### src/rtl/timer_counter_defines.svh
// Constants for the timer/counter unit: reset values and timing counts.
`ifndef TIMER_COUNTER_DEFINES_SVH
`define TIMER_COUNTER_DEFINES_SVH

// ----------------------------------------------------------------------------
// Timing and counter width
// ----------------------------------------------------------------------------
`define OSC_PER_MACHINE_CYCLE 6
`define TIMER_WIDTH           16

// ----------------------------------------------------------------------------
// Reset values
// ----------------------------------------------------------------------------
`define TIMER_RESET_VALUE     16'h0000
`define T2_MODE_RESET         2'h0
`define T2_RELOAD_RESET       2'h0
`define T2_PRESCALE_RESET     1'h0
`define PIN_IDLE_LEVEL        1'h1

`endif

### src/rtl/timer_counter_pkg.sv
// Types shared by the timer/counter unit.
package timer_counter_pkg;

   // -------------------------------------------------------------------------
   // Timer 2 operating mode and reload mode
   // -------------------------------------------------------------------------
   typedef enum logic [1:0] {
      T2_STOPPED = 2'h0,
      T2_TIMER   = 2'h1,
      T2_EVENT   = 2'h2,
      T2_GATED   = 2'h3
   } t2_mode_t;

   typedef enum logic [1:0] {
      RELOAD_OFF      = 2'h0,
      RELOAD_OVERFLOW = 2'h1,
      RELOAD_EXTERNAL = 2'h2,
      RELOAD_SPARE    = 2'h3
   } reload_mode_t;

   // -------------------------------------------------------------------------
   // Machine cycle phase tracker
   // -------------------------------------------------------------------------
   typedef enum logic [1:0] {
      PHASE_FIRST  = 2'b01,
      PHASE_SECOND = 2'b10
   } t2_phase_t;

endpackage

### src/rtl/pin_sampler.sv
// Synchroniser and machine-cycle sampler with falling-edge detection for one pin.
`timescale 1ns/100ps
`include "timer_counter_defines.svh"

module pin_sampler
   import timer_counter_pkg::*;
(
   input  wire logic mclk_i,
   input  wire logic reset_i,
   input  wire logic pin_i,
   input  wire logic sample_i,
   output logic      level_o,
   output logic      fall_o
);

   logic sync1_q;
   logic sync2_q;
   logic smp_q;
   logic fall_q;
   logic fall_d;

   // A fall is a high sample followed by a low sample, so it spans two
   // machine cycles and a level must stand for at least one of them.
   assign fall_d = sample_i & smp_q & ~sync2_q;

   always_ff @(posedge mclk_i or posedge reset_i)
   begin
      if (reset_i)
      begin
         sync1_q <= `PIN_IDLE_LEVEL;
         sync2_q <= `PIN_IDLE_LEVEL;
         smp_q   <= `PIN_IDLE_LEVEL;
         fall_q  <= 1'b0;
      end
      else
      begin
         sync1_q <= pin_i;
         sync2_q <= sync1_q;
         if (sample_i)
         begin
            smp_q <= sync2_q;
         end
         fall_q <= fall_d;
      end
   end

   assign level_o = smp_q;
   assign fall_o  = fall_q;

endmodule

### src/rtl/timer_counter_unit.sv
// Timer/counter unit: timers 0 and 1 plus the reloadable 16-bit timer 2.
// ----------------------------------------------------------------------------
// ----------------------------------------------------------------------------
`timescale 1ns/100ps
`include "timer_counter_defines.svh"

module timer_counter_unit
   import timer_counter_pkg::*;
#(
   parameter int          WIDTH         = `TIMER_WIDTH,
   parameter int unsigned OSC_PER_CYCLE = `OSC_PER_MACHINE_CYCLE
)
(
   input  wire logic             mclk_i,
   input  wire logic             reset_i,
   input  wire logic             timer0_count_pin_i,
   input  wire logic             timer1_count_pin_i,
   input  wire logic             ext_irq0_gate_pin_n_i,
   input  wire logic             ext_irq1_gate_pin_n_i,
   input  wire logic             timer2_gate_count_pin_i,
   input  wire logic             timer2_reload_trigger_pin_i,
   input  wire logic             t0_run_i,
   input  wire logic             t0_counter_sel_i,
   input  wire logic             t0_gate_en_i,
   input  wire logic             t1_run_i,
   input  wire logic             t1_counter_sel_i,
   input  wire logic             t1_gate_en_i,
   input  wire logic             t01_write_i,
   input  wire logic             t01_write_sel_i,
   input  wire logic [WIDTH-1:0] t01_write_data_i,
   input  wire logic [1:0]       t2_mode_i,
   input  wire logic             t2_prescale_div12_i,
   input  wire logic [1:0]       t2_reload_mode_i,
   input  wire logic             t2_external_trigger_enable_i,
   input  wire logic             control_write_i,
   input  wire logic [WIDTH-1:0] t2_reload_value_i,
   input  wire logic             t2_write_i,
   input  wire logic [WIDTH-1:0] t2_write_data_i,
   input  wire logic             t2_overflow_clear_i,
   input  wire logic             t2_external_clear_i,
   output logic [WIDTH-1:0]      t0_count_o,
   output logic [WIDTH-1:0]      t1_count_o,
   output logic                  t0_overflow_o,
   output logic                  t1_overflow_o,
   output logic [WIDTH-1:0]      timer2_count_o,
   output logic [1:0]            t2_mode_o,
   output logic                  t2_overflow_flag_o,
   output logic                  t2_external_flag_o
);

   // -------------------------------------------------------------------------
   // Arithmetic
   // -------------------------------------------------------------------------
   function automatic logic [WIDTH:0] increment(input logic [WIDTH-1:0] value);
      increment = {1'b0, value} + {{WIDTH{1'b0}}, 1'b1};
   endfunction

   // -------------------------------------------------------------------------
   // Machine cycle generation
   // -------------------------------------------------------------------------
   logic [3:0]   osc_cnt_q;
   logic [3:0]   osc_cnt_d;
   logic         cycle_tick;
   t2_phase_t    phase_q;
   t2_phase_t    phase_d;

   assign cycle_tick = (osc_cnt_q == 4'(OSC_PER_CYCLE - 1));
   assign osc_cnt_d  = cycle_tick ? 4'h0 : osc_cnt_q + 4'h1;

   // The phase bit halves the tick rate for the divide-by-twelve prescaler.
   always_comb
   begin
      case (phase_q)
         PHASE_FIRST:  phase_d = cycle_tick ? PHASE_SECOND : PHASE_FIRST;
         PHASE_SECOND: phase_d = cycle_tick ? PHASE_FIRST : PHASE_SECOND;
         default:      phase_d = PHASE_FIRST;
      endcase
   end

   always_ff @(posedge mclk_i or posedge reset_i)
   begin
      if (reset_i)
      begin
         osc_cnt_q <= 4'h0;
         phase_q   <= PHASE_FIRST;
      end
      else
      begin
         osc_cnt_q <= osc_cnt_d;
         phase_q   <= phase_d;
      end
   end

   // -------------------------------------------------------------------------
   // Pin sampling
   // -------------------------------------------------------------------------
   // The samplers flag an edge one clock after the sampling tick, so the
   // count logic sees it on a delayed tick; this costs one clock of latency.
   logic [5:0] pin_raw;
   logic [5:0] pin_level;
   logic [5:0] pin_fall;

   assign pin_raw = {timer2_reload_trigger_pin_i, timer2_gate_count_pin_i,
                     ext_irq1_gate_pin_n_i, ext_irq0_gate_pin_n_i,
                     timer1_count_pin_i, timer0_count_pin_i};

   for (genvar i = 0; i < 6; i++)
   begin : g_pin
      pin_sampler u_pin (
         .mclk_i   (mclk_i),
         .reset_i  (reset_i),
         .pin_i    (pin_raw[i]),
         .sample_i (cycle_tick),
         .level_o  (pin_level[i]),
         .fall_o   (pin_fall[i])
      );
   end

   // -------------------------------------------------------------------------
   // Timers 0 and 1
   // -------------------------------------------------------------------------
   logic [1:0]       t01_run;
   logic [1:0]       t01_counter_sel;
   logic [1:0]       t01_gate_en;
   logic [1:0]       t01_inc;
   logic [1:0]       t01_ovf;
   logic [WIDTH-1:0] t01_cnt [2];

   assign t01_run         = {t1_run_i, t0_run_i};
   assign t01_counter_sel = {t1_counter_sel_i, t0_counter_sel_i};
   assign t01_gate_en     = {t1_gate_en_i, t0_gate_en_i};

   for (genvar t = 0; t < 2; t++)
   begin : g_t01
      logic             gate_open;
      logic             count_src;
      logic             load;
      logic [WIDTH:0]   next_val;
      logic [WIDTH-1:0] cnt_q;
      logic             ovf_q;

      // The gate pins act high here: a high sample opens the gate.
      assign gate_open  = ~t01_gate_en[t] | pin_level[2 + t];
      assign count_src  = t01_counter_sel[t] ? pin_fall[t] : cycle_tick;
      assign load       = t01_write_i & (t01_write_sel_i == 1'(t));
      assign t01_inc[t] = t01_run[t] & gate_open & count_src;
      assign next_val   = increment(cnt_q);

      always_ff @(posedge mclk_i or posedge reset_i)
      begin
         if (reset_i)
         begin
            cnt_q <= `TIMER_RESET_VALUE;
            ovf_q <= 1'b0;
         end
         else
         begin
            ovf_q <= 1'b0;
            if (load)
            begin
               cnt_q <= t01_write_data_i;
            end
            else if (t01_inc[t])
            begin
               cnt_q <= next_val[WIDTH-1:0];
               ovf_q <= next_val[WIDTH];
            end
         end
      end

      assign t01_cnt[t] = cnt_q;
      assign t01_ovf[t] = ovf_q;
   end

   assign t0_count_o    = t01_cnt[0];
   assign t1_count_o    = t01_cnt[1];
   assign t0_overflow_o = t01_ovf[0];
   assign t1_overflow_o = t01_ovf[1];

   // -------------------------------------------------------------------------
   // Timer 2 control
   // -------------------------------------------------------------------------
   t2_mode_t     mode_q;
   reload_mode_t reload_q;
   logic         div12_q;
   logic         ext_en_q;

   always_ff @(posedge mclk_i or posedge reset_i)
   begin
      if (reset_i)
      begin
         mode_q   <= t2_mode_t'(`T2_MODE_RESET);
         reload_q <= reload_mode_t'(`T2_RELOAD_RESET);
         div12_q  <= `T2_PRESCALE_RESET;
         ext_en_q <= 1'b0;
      end
      else if (control_write_i)
      begin
         mode_q   <= t2_mode_t'(t2_mode_i);
         reload_q <= reload_mode_t'(t2_reload_mode_i);
         div12_q  <= t2_prescale_div12_i;
         ext_en_q <= t2_external_trigger_enable_i;
      end
   end

   // -------------------------------------------------------------------------
   // Timer 2 counting and reload
   // -------------------------------------------------------------------------
   logic [WIDTH-1:0] t2_q;
   logic [WIDTH-1:0] t2_d;
   logic [WIDTH:0]   t2_next;
   logic             prescale_tick;
   logic             gate_high;
   logic             t2_inc;
   logic             t2_rollover;
   logic             trig_fall;
   logic             ext_reload;
   logic             ovf_reload;
   logic             ovf_flag_q;
   logic             ext_flag_q;

   assign prescale_tick = cycle_tick & (~div12_q | (phase_q == PHASE_SECOND));
   assign gate_high     = pin_level[4];

   always_comb
   begin
      case (mode_q)
         T2_TIMER: t2_inc = prescale_tick;
         T2_GATED: t2_inc = prescale_tick & gate_high;
         T2_EVENT: t2_inc = pin_fall[4];
         default:  t2_inc = 1'b0;
      endcase
   end

   assign t2_next     = increment(t2_q);
   assign t2_rollover = t2_inc & t2_next[WIDTH];
   assign trig_fall   = pin_fall[5];
   // Mode 2 reloads on any trigger fall; the enable bit only decides the flag.
   assign ext_reload  = trig_fall & (reload_q == RELOAD_EXTERNAL);
   assign ovf_reload  = t2_rollover & (reload_q == RELOAD_OVERFLOW);

   // A software write wins over the timer's own update in the same clock.
   always_comb
   begin
      if (t2_write_i)
      begin
         t2_d = t2_write_data_i;
      end
      else if (ext_reload || ovf_reload)
      begin
         t2_d = t2_reload_value_i;
      end
      else if (t2_inc)
      begin
         t2_d = t2_next[WIDTH-1:0];
      end
      else
      begin
         t2_d = t2_q;
      end
   end

   always_ff @(posedge mclk_i or posedge reset_i)
   begin
      if (reset_i)
      begin
         t2_q       <= `TIMER_RESET_VALUE;
         ovf_flag_q <= 1'b0;
         ext_flag_q <= 1'b0;
      end
      else
      begin
         t2_q       <= t2_d;
         // A set in the same clock as a clear wins, so no event goes unseen.
         ovf_flag_q <= t2_rollover | (ovf_flag_q & ~t2_overflow_clear_i);
         ext_flag_q <= (trig_fall & ext_en_q) | (ext_flag_q & ~t2_external_clear_i);
      end
   end

   // -------------------------------------------------------------------------
   // Timer 2 outputs
   // -------------------------------------------------------------------------
   assign timer2_count_o     = t2_q;
   assign t2_mode_o          = mode_q;
   assign t2_overflow_flag_o = ovf_flag_q;
   assign t2_external_flag_o = ext_flag_q;

endmodule

### config.mk
export PLATFORM = sky130hd
export DESIGN_NAME = timer_counter_unit
export DESIGN_NICKNAME = d
export VERILOG_FILES = /design/src/rtl/timer_counter_pkg.sv /design/src/rtl/pin_sampler.sv /design/src/rtl/timer_counter_unit.sv
export VERILOG_INCLUDE_DIRS = /design/src /design/src/rtl
export SDC_FILE = /design/constraint.sdc
export NUM_CORES = 1
export LEC_CHECK = 0
export ABC_AREA = 1
export BUFFER_PORTS_ARGS = -buffer_cell sky130_fd_sc_hd__buf_2
export CAP_MARGIN = 10
export CELL_PAD_IN_SITES_DETAIL_PLACEMENT = 0
export CELL_PAD_IN_SITES_GLOBAL_PLACEMENT = 2
export CORE_ASPECT_RATIO = 1.25
export CORE_MARGIN = 8
export CORE_UTILIZATION = 28
export CTS_BUF_LIST = sky130_fd_sc_hd__clkbuf_8
export CTS_CLUSTER_SIZE = 30
export DETAILED_ROUTE_END_ITERATION = 12
export GPL_TIMING_DRIVEN = 0
export PLACE_DENSITY_LB_ADDON = 0.3
export REMOVE_ABC_BUFFERS = 1
export SYNTH_ARGS = -nofsm -noshare
export SYNTH_HDL_FRONTEND = slang
export SYNTH_HIERARCHICAL = 1
export SYNTH_SLANG_ARGS = --single-unit
### constraint.sdc
create_clock -name mclk_i -period 1.7 [get_ports mclk_i]
set_input_delay 0.17 -clock mclk_i [delete_from_list [all_inputs] [get_ports mclk_i]]
set_output_delay 0.17 -clock mclk_i [all_outputs]
set_load 0.1 [all_outputs]
; Word-level counts from Yosys, hierarchy flattened
; Index checks and enable logic that the tools add are counted.
[totals]
register_bits = 86
out_inout_bits = 54
in_bits = 74
[op_classes]
reduce_logical = 4
n_mux = 18
bitwise = 37
add_sub_neg = 4
n_eq_ne = 8
[op_table]
columns = op, count
row1 = 16-bit two-way mux, 7
row2 = 16-bit by 1-bit adder with 17-bit output (second input constant), 3
row3 = 1-bit AND, 22
row4 = 1-bit NOT, 10
row5 = 2-bit == test (second input constant), 4
row6 = 2-bit by 1-bit == test with 1-bit output (second input constant), 3
row7 = 1-bit two-way mux, 6
row8 = 1-bit bitwise OR, 5
row9 = 4-bit by 1-bit adder with 4-bit output (second input constant), 1
row10 = 4-bit by 3-bit == test with 1-bit output (second input constant), 1
row11 = 2-bit two-way mux, 2
row12 = 4-bit two-way mux, 1
row13 = 2-bit one-hot mux with 2 select lines, 1
row14 = 2-bit nonzero test, 2
row15 = 1-bit one-hot mux with 3 select lines, 1
row16 = 3-bit nonzero test, 1
row17 = 1-bit logical OR, 1

; Logic depth before layout (Yosys ltp)
[depth]
depth_word = 10
mapped_depth = 15

; Modules after synthesis
; The synthesis kept the hierarchy.
[by_module_without_submodules]
columns = module, area_each_um2, instances, cells_per_inst
row1 = timer_counter_unit, 4194.0, 1, 600
row2 = pin_sampler, 130.1, 6, 11

; Worst setup path after synthesis
; Ideal clock, no wire load.
[synth_path]
path_kind = reg-to-reg
startpoint = register t2_q[0], in the netlist timer2_count_o[0]
endpoint = register t2_q[0], in the netlist timer2_count_o[0]
arrival_ps = 2368
path_stages_with_launch = 12
setup_time_ps = 120
setup_slack_ps = -788
path_buffers = 1
cell_sequence = dfrtp_1 -> ha_1 -> nand2_2 -> nor2_4 -> nand2_4 -> nor2_4 -> nand3_4 -> buf_2 -> nand3_1 -> nand3_1 -> nand2_1 -> nand2_1
[synth_between]
elab_chain_cells = 6
elab_cells_between_ends = 8
[synth_rtl]
columns = item, line_no
row1 = from (decl), timer_counter_unit.sv:209  ; logic [WIDTH-1:0] t2_q;
row2 = from (signal assigned), timer_counter_unit.sv:267  ; t2_q <= `TIMER_RESET_VALUE;
row3 = from (signal assigned), timer_counter_unit.sv:273  ; t2_q <= t2_d;
row4 = 16-bit by 1-bit adder with 17-bit output *, timer_counter_unit.sv:55  ; increment = {1'b0, value} + {{WIDTH{1'b0}}, 1'b1};
row5 = 1-bit AND, timer_counter_unit.sv:236  ; assign t2_rollover = t2_inc & t2_next[WIDTH];
row6 = 1-bit AND, timer_counter_unit.sv:240  ; assign ovf_reload = t2_rollover & (reload_q == RELOAD_OVERFLOW);
row7 = 1-bit logical OR, timer_counter_unit.sv:249  ; else if (ext_reload || ovf_reload)
row8 = 16-bit two-way mux, timer_counter_unit.sv:249
row9 = 16-bit two-way mux, timer_counter_unit.sv:245  ; if (t2_write_i)
; Mark *: on every way between the ends. The rest lies on a longest branch, timed or not. The select of a mux whose other input is x is not followed.
; A chain may end at the register's enable or synchronous reset.

; Final worst setup path
[layout_path]
startpoint = register phase_q[0]
endpoint = register t2_q[11], in the netlist timer2_count_o[11]
[layout_between]
elab_chain_cells = 10
elab_cells_between_ends = 11
[layout_rtl]
columns = item, line_no
row1 = from (decl), timer_counter_unit.sv:64  ; t2_phase_t phase_q;
row2 = from (signal assigned), timer_counter_unit.sv:90  ; phase_q <= phase_d;
row3 = 2-bit == test *, timer_counter_unit.sv:222  ; assign prescale_tick = cycle_tick & (~div12_q | (phase_q == PHASE_SECOND));
row4 = 1-bit bitwise OR *, timer_counter_unit.sv:222
row5 = 1-bit AND *, timer_counter_unit.sv:222
row6 = 1-bit AND, timer_counter_unit.sv:229  ; T2_GATED: t2_inc = prescale_tick & gate_high;
row7 = 1-bit one-hot mux with 3 select lines *, timer_counter_unit.sv:227  ; case (mode_q)
row8 = 1-bit AND, timer_counter_unit.sv:236
row9 = 1-bit AND, timer_counter_unit.sv:240
row10 = 1-bit logical OR, timer_counter_unit.sv:249
row11 = 16-bit two-way mux, timer_counter_unit.sv:249
row12 = 16-bit two-way mux, timer_counter_unit.sv:245
; Mark *: on every way between the ends. The rest lies on a longest branch, timed or not.

==> key figures <==
Status
  • Status: finished with violations
  • Failing checks: negative setup slack

Place
  • Post-DP HPWL: 11,800 um
  • Worst slack at placement: -799.7 ps
  • I/O Buffers: 127
  • Routability cong.: 0.8089

Layout
  • Fin nets: 919
  • N_diodes: 0
  • Area Growth Syn to Fin: 38.91%
  • Sequential cell area: 2193 um^2
  • Layout fillers: 1,895
  • Layout cells sized above 1: 33.96%
  • Multi-input logic area: 2621 um^2

Power
  • Leakage: 3.346 nW
  • PwrDens: 1016 nW/um^2
  • Worst ir drop on vdd: 0.0005476 V

Clocking
  • CTS root buffer: clkbuf_8
  • Clock Latency Late Sink: 370 ps
  • CTS tree: built
  • CTS Buf Count: 9
  • Clk buf depth: 2
  • H-Tree Depth: 3
  • Clock sinks: 86
  • Clock transition at path regs: 110 ps

Timing
  • Slew margin rel.: 32.57%
  • Max frequency: 0.5417 GHz
  • PnR worst setup slack: -145.9 ps
  • Least-Margin Pin Slew: 1010 ps
  • Final hold vios: 0
  • Final Critical Period: 1846 ps
  • # setup viols final: 16
  • Final setup TNS: -2067 ps
  • Final Max Tran Viols: 0
  • Clk_skew: 14.60 ps
  • Final period util: 108.6%
  • RSZ-0062 raised after global routing: true

Setup path
  • Critical Path AT: 2120 ps
  • Critical path class: reg2reg
  • Worst path max stage delay: 560 ps
  • Critical Path Sink Type: register
  • CP max stage cell: dfstp_2
  • CP required: 1980 ps
  • Top Family by Delay on Critical Path: simple AND/OR/NAND/NOR gates
  • Buffers and inverters on the worst path: 3
  • CP max FO: 8
  • CP Launch Type: register
  • Crit-path cells: inv_2 -> ha_4 -> inv_4 -> nand2_2 -> nand2_2 -> nor2_2 -> nand2_1 -> nand2_2 -> nand3_4 -> buf_12 -> nand2_8 -> nand2_4 -> nand3_2 -> nand2_1 -> nand2_1

Synthesis
  • Syn_area_per_cell: 7.439 um^2
  • Yosys warning count: 6
  • Cells after synthesis: 660
  • Post-Syn Area: 4910 um^2

Global route
  • Total Routing Usage GR: 14.54%
  • Grt ovf: 0
  • Largest net degree at the start of global routing: 55
  • Vias in the first global route: 5,033
  • Initial antenna violation count: 0
  • First-pass GRT wire length: 25,390 um

Drt
  • Post-Route WL: 16,120 um
  • Wirelength per Cell: 15.08 um
  • DRC: 0
  • Pre-antenna DRT Iters: 4
  • Initial DRC Count: 176
  • Post-DRT Antenna Nets: 0
  • Routed vias/inst: 4.612
  • Vias: 4,930

Floorplanning
  • Core Box Area: 17,300 um^2
  • Die area: 22,050 um^2
  • Starting density of the core: 28.39%
  • Die width: 134.4 um
  • Site Rows: 54
  • Die H: 164.1 um
  • Boundary pin count: 128

Min path
  • Worst hold-check path type: in2reg

Flow run
  • Max Cap Viol: 0
[final cells by class]
cell class | instances | area share (%)
clock inverter | 7 | 1.046
sequential | 86 | 32.16
tap | 224 | 4.109
multi-input combinational | 485 | 38.43
clock buffer | 9 | 1.816
timing repair buffer | 182 | 18.07
inverter | 76 | 4.366
[flip-flops by register name, summed over array words and instances (netlist names)]
signal               flops
phase_q                  2
g_pin.u_pin/fall_o       4
t2_mode_o                2
t1_overflow_o            1
t2_overflow_flag_o       1
t0_count_o              16
g_pin.u_pin/level_o      6
g_pin.u_pin/sync2_q      6
g_pin.u_pin/sync1_q      6
ext_en_q                 1
div12_q                  1
t1_count_o              16
t2_external_flag_o       1
timer2_count_o          16
osc_cnt_q                4
t0_overflow_o            1
reload_q                 2
[final timing paths]
kind	from	to	slack (ps)	cells past startpoint
max	phase_q[0]	timer2_count_o[11]	-150	15
min	t01_write_data_i[9]	t1_count_o[9]	40	3
max reg2reg	phase_q[0]	timer2_count_o[11]	-150	15
min reg2reg	g_pin[4].u_pin/sync1_q	g_pin[4].u_pin/sync2_q	360	0
max in group asynchronous	reset_i	timer2_count_o[1]	810	4
min in group asynchronous	reset_i	g_pin[0].u_pin/fall_o	300	3
[worst reg2reg max path: stages, from the launching register on]
cell     delay (ps)
dfstp_2         560
inv_2            40
ha_4            150
inv_4            50
nand2_2          40
nand2_2          50
nor2_2           40
nand2_1          60
nand2_2          80
nand3_4         110
buf_12          130
nand2_8         100
nand2_4         110
nand3_2          50
nand2_1         100
nand2_1          50
[per-stage QoR]
step | hold slack, ps | power, mW | instance area, um^2 | util [%] | instances
global route | 35.53 | 7.300 | 6820 | 39.43 | 1069
detailed placement | 157.0 | 5.306 | 5803 | 33.55 | 998
CTS | 6.516 | 6.952 | 6600 | 38.16 | 1057
global placement | 128.6 | 5.275 | 5743 | 33.20 | 996
floorplan | -66.10 | 4.688 | 4827 | - | 645
finish | 37.68 | 6.927 | 6820 | 39.43 | 1069
[cell usage in the layout, fill, tap and decap left out, types with 7 or more instances in the layout]
cell type and instances:
nand2_1 193, buf_2 127, nor2_1 71, inv_1 69, nand3_1 62, dfrtp_1 53
buf_4 28, nand2_2 19, dfstp_2 19, xor2_1 18, o21ai_0 17, dlygate4sd3_1 15
dfrtp_2 14, nand4_1 12, o221ai_1 9, clkbuf_8 9, a21oi_1 8, o211ai_1 7
nand3_2 7
[power breakdown]
group	internal, mW	switching [mW]	total (mW)
clock	0.579	0.905	1.48
combinational	0.629	2.21	2.84
sequential	2.30	0.309	2.61
[per-layer routing]
layer  global-route usage, %  vias to the layer above  wire [um]  share of wire [%]
li1                        -                     2480          -                  -
met1                   15.95                     2324       6670                 41
met2                   26.58                      110       8310                 52
met3                   3.458                       16        895                5.6
met4                   5.371                        0        242                1.5
met5                       0                        -          0                  0
[repair_timing]
item,in CTS,in global routing
buffers inserted,25,13
hold endpoints to repair,46,0
cloned,3,0
hold buffers,15,0
resized for setup,43,39
pin swaps,18,21
endpoints found under the setup margin,47,34
Power figures use the tool's default switching activity.
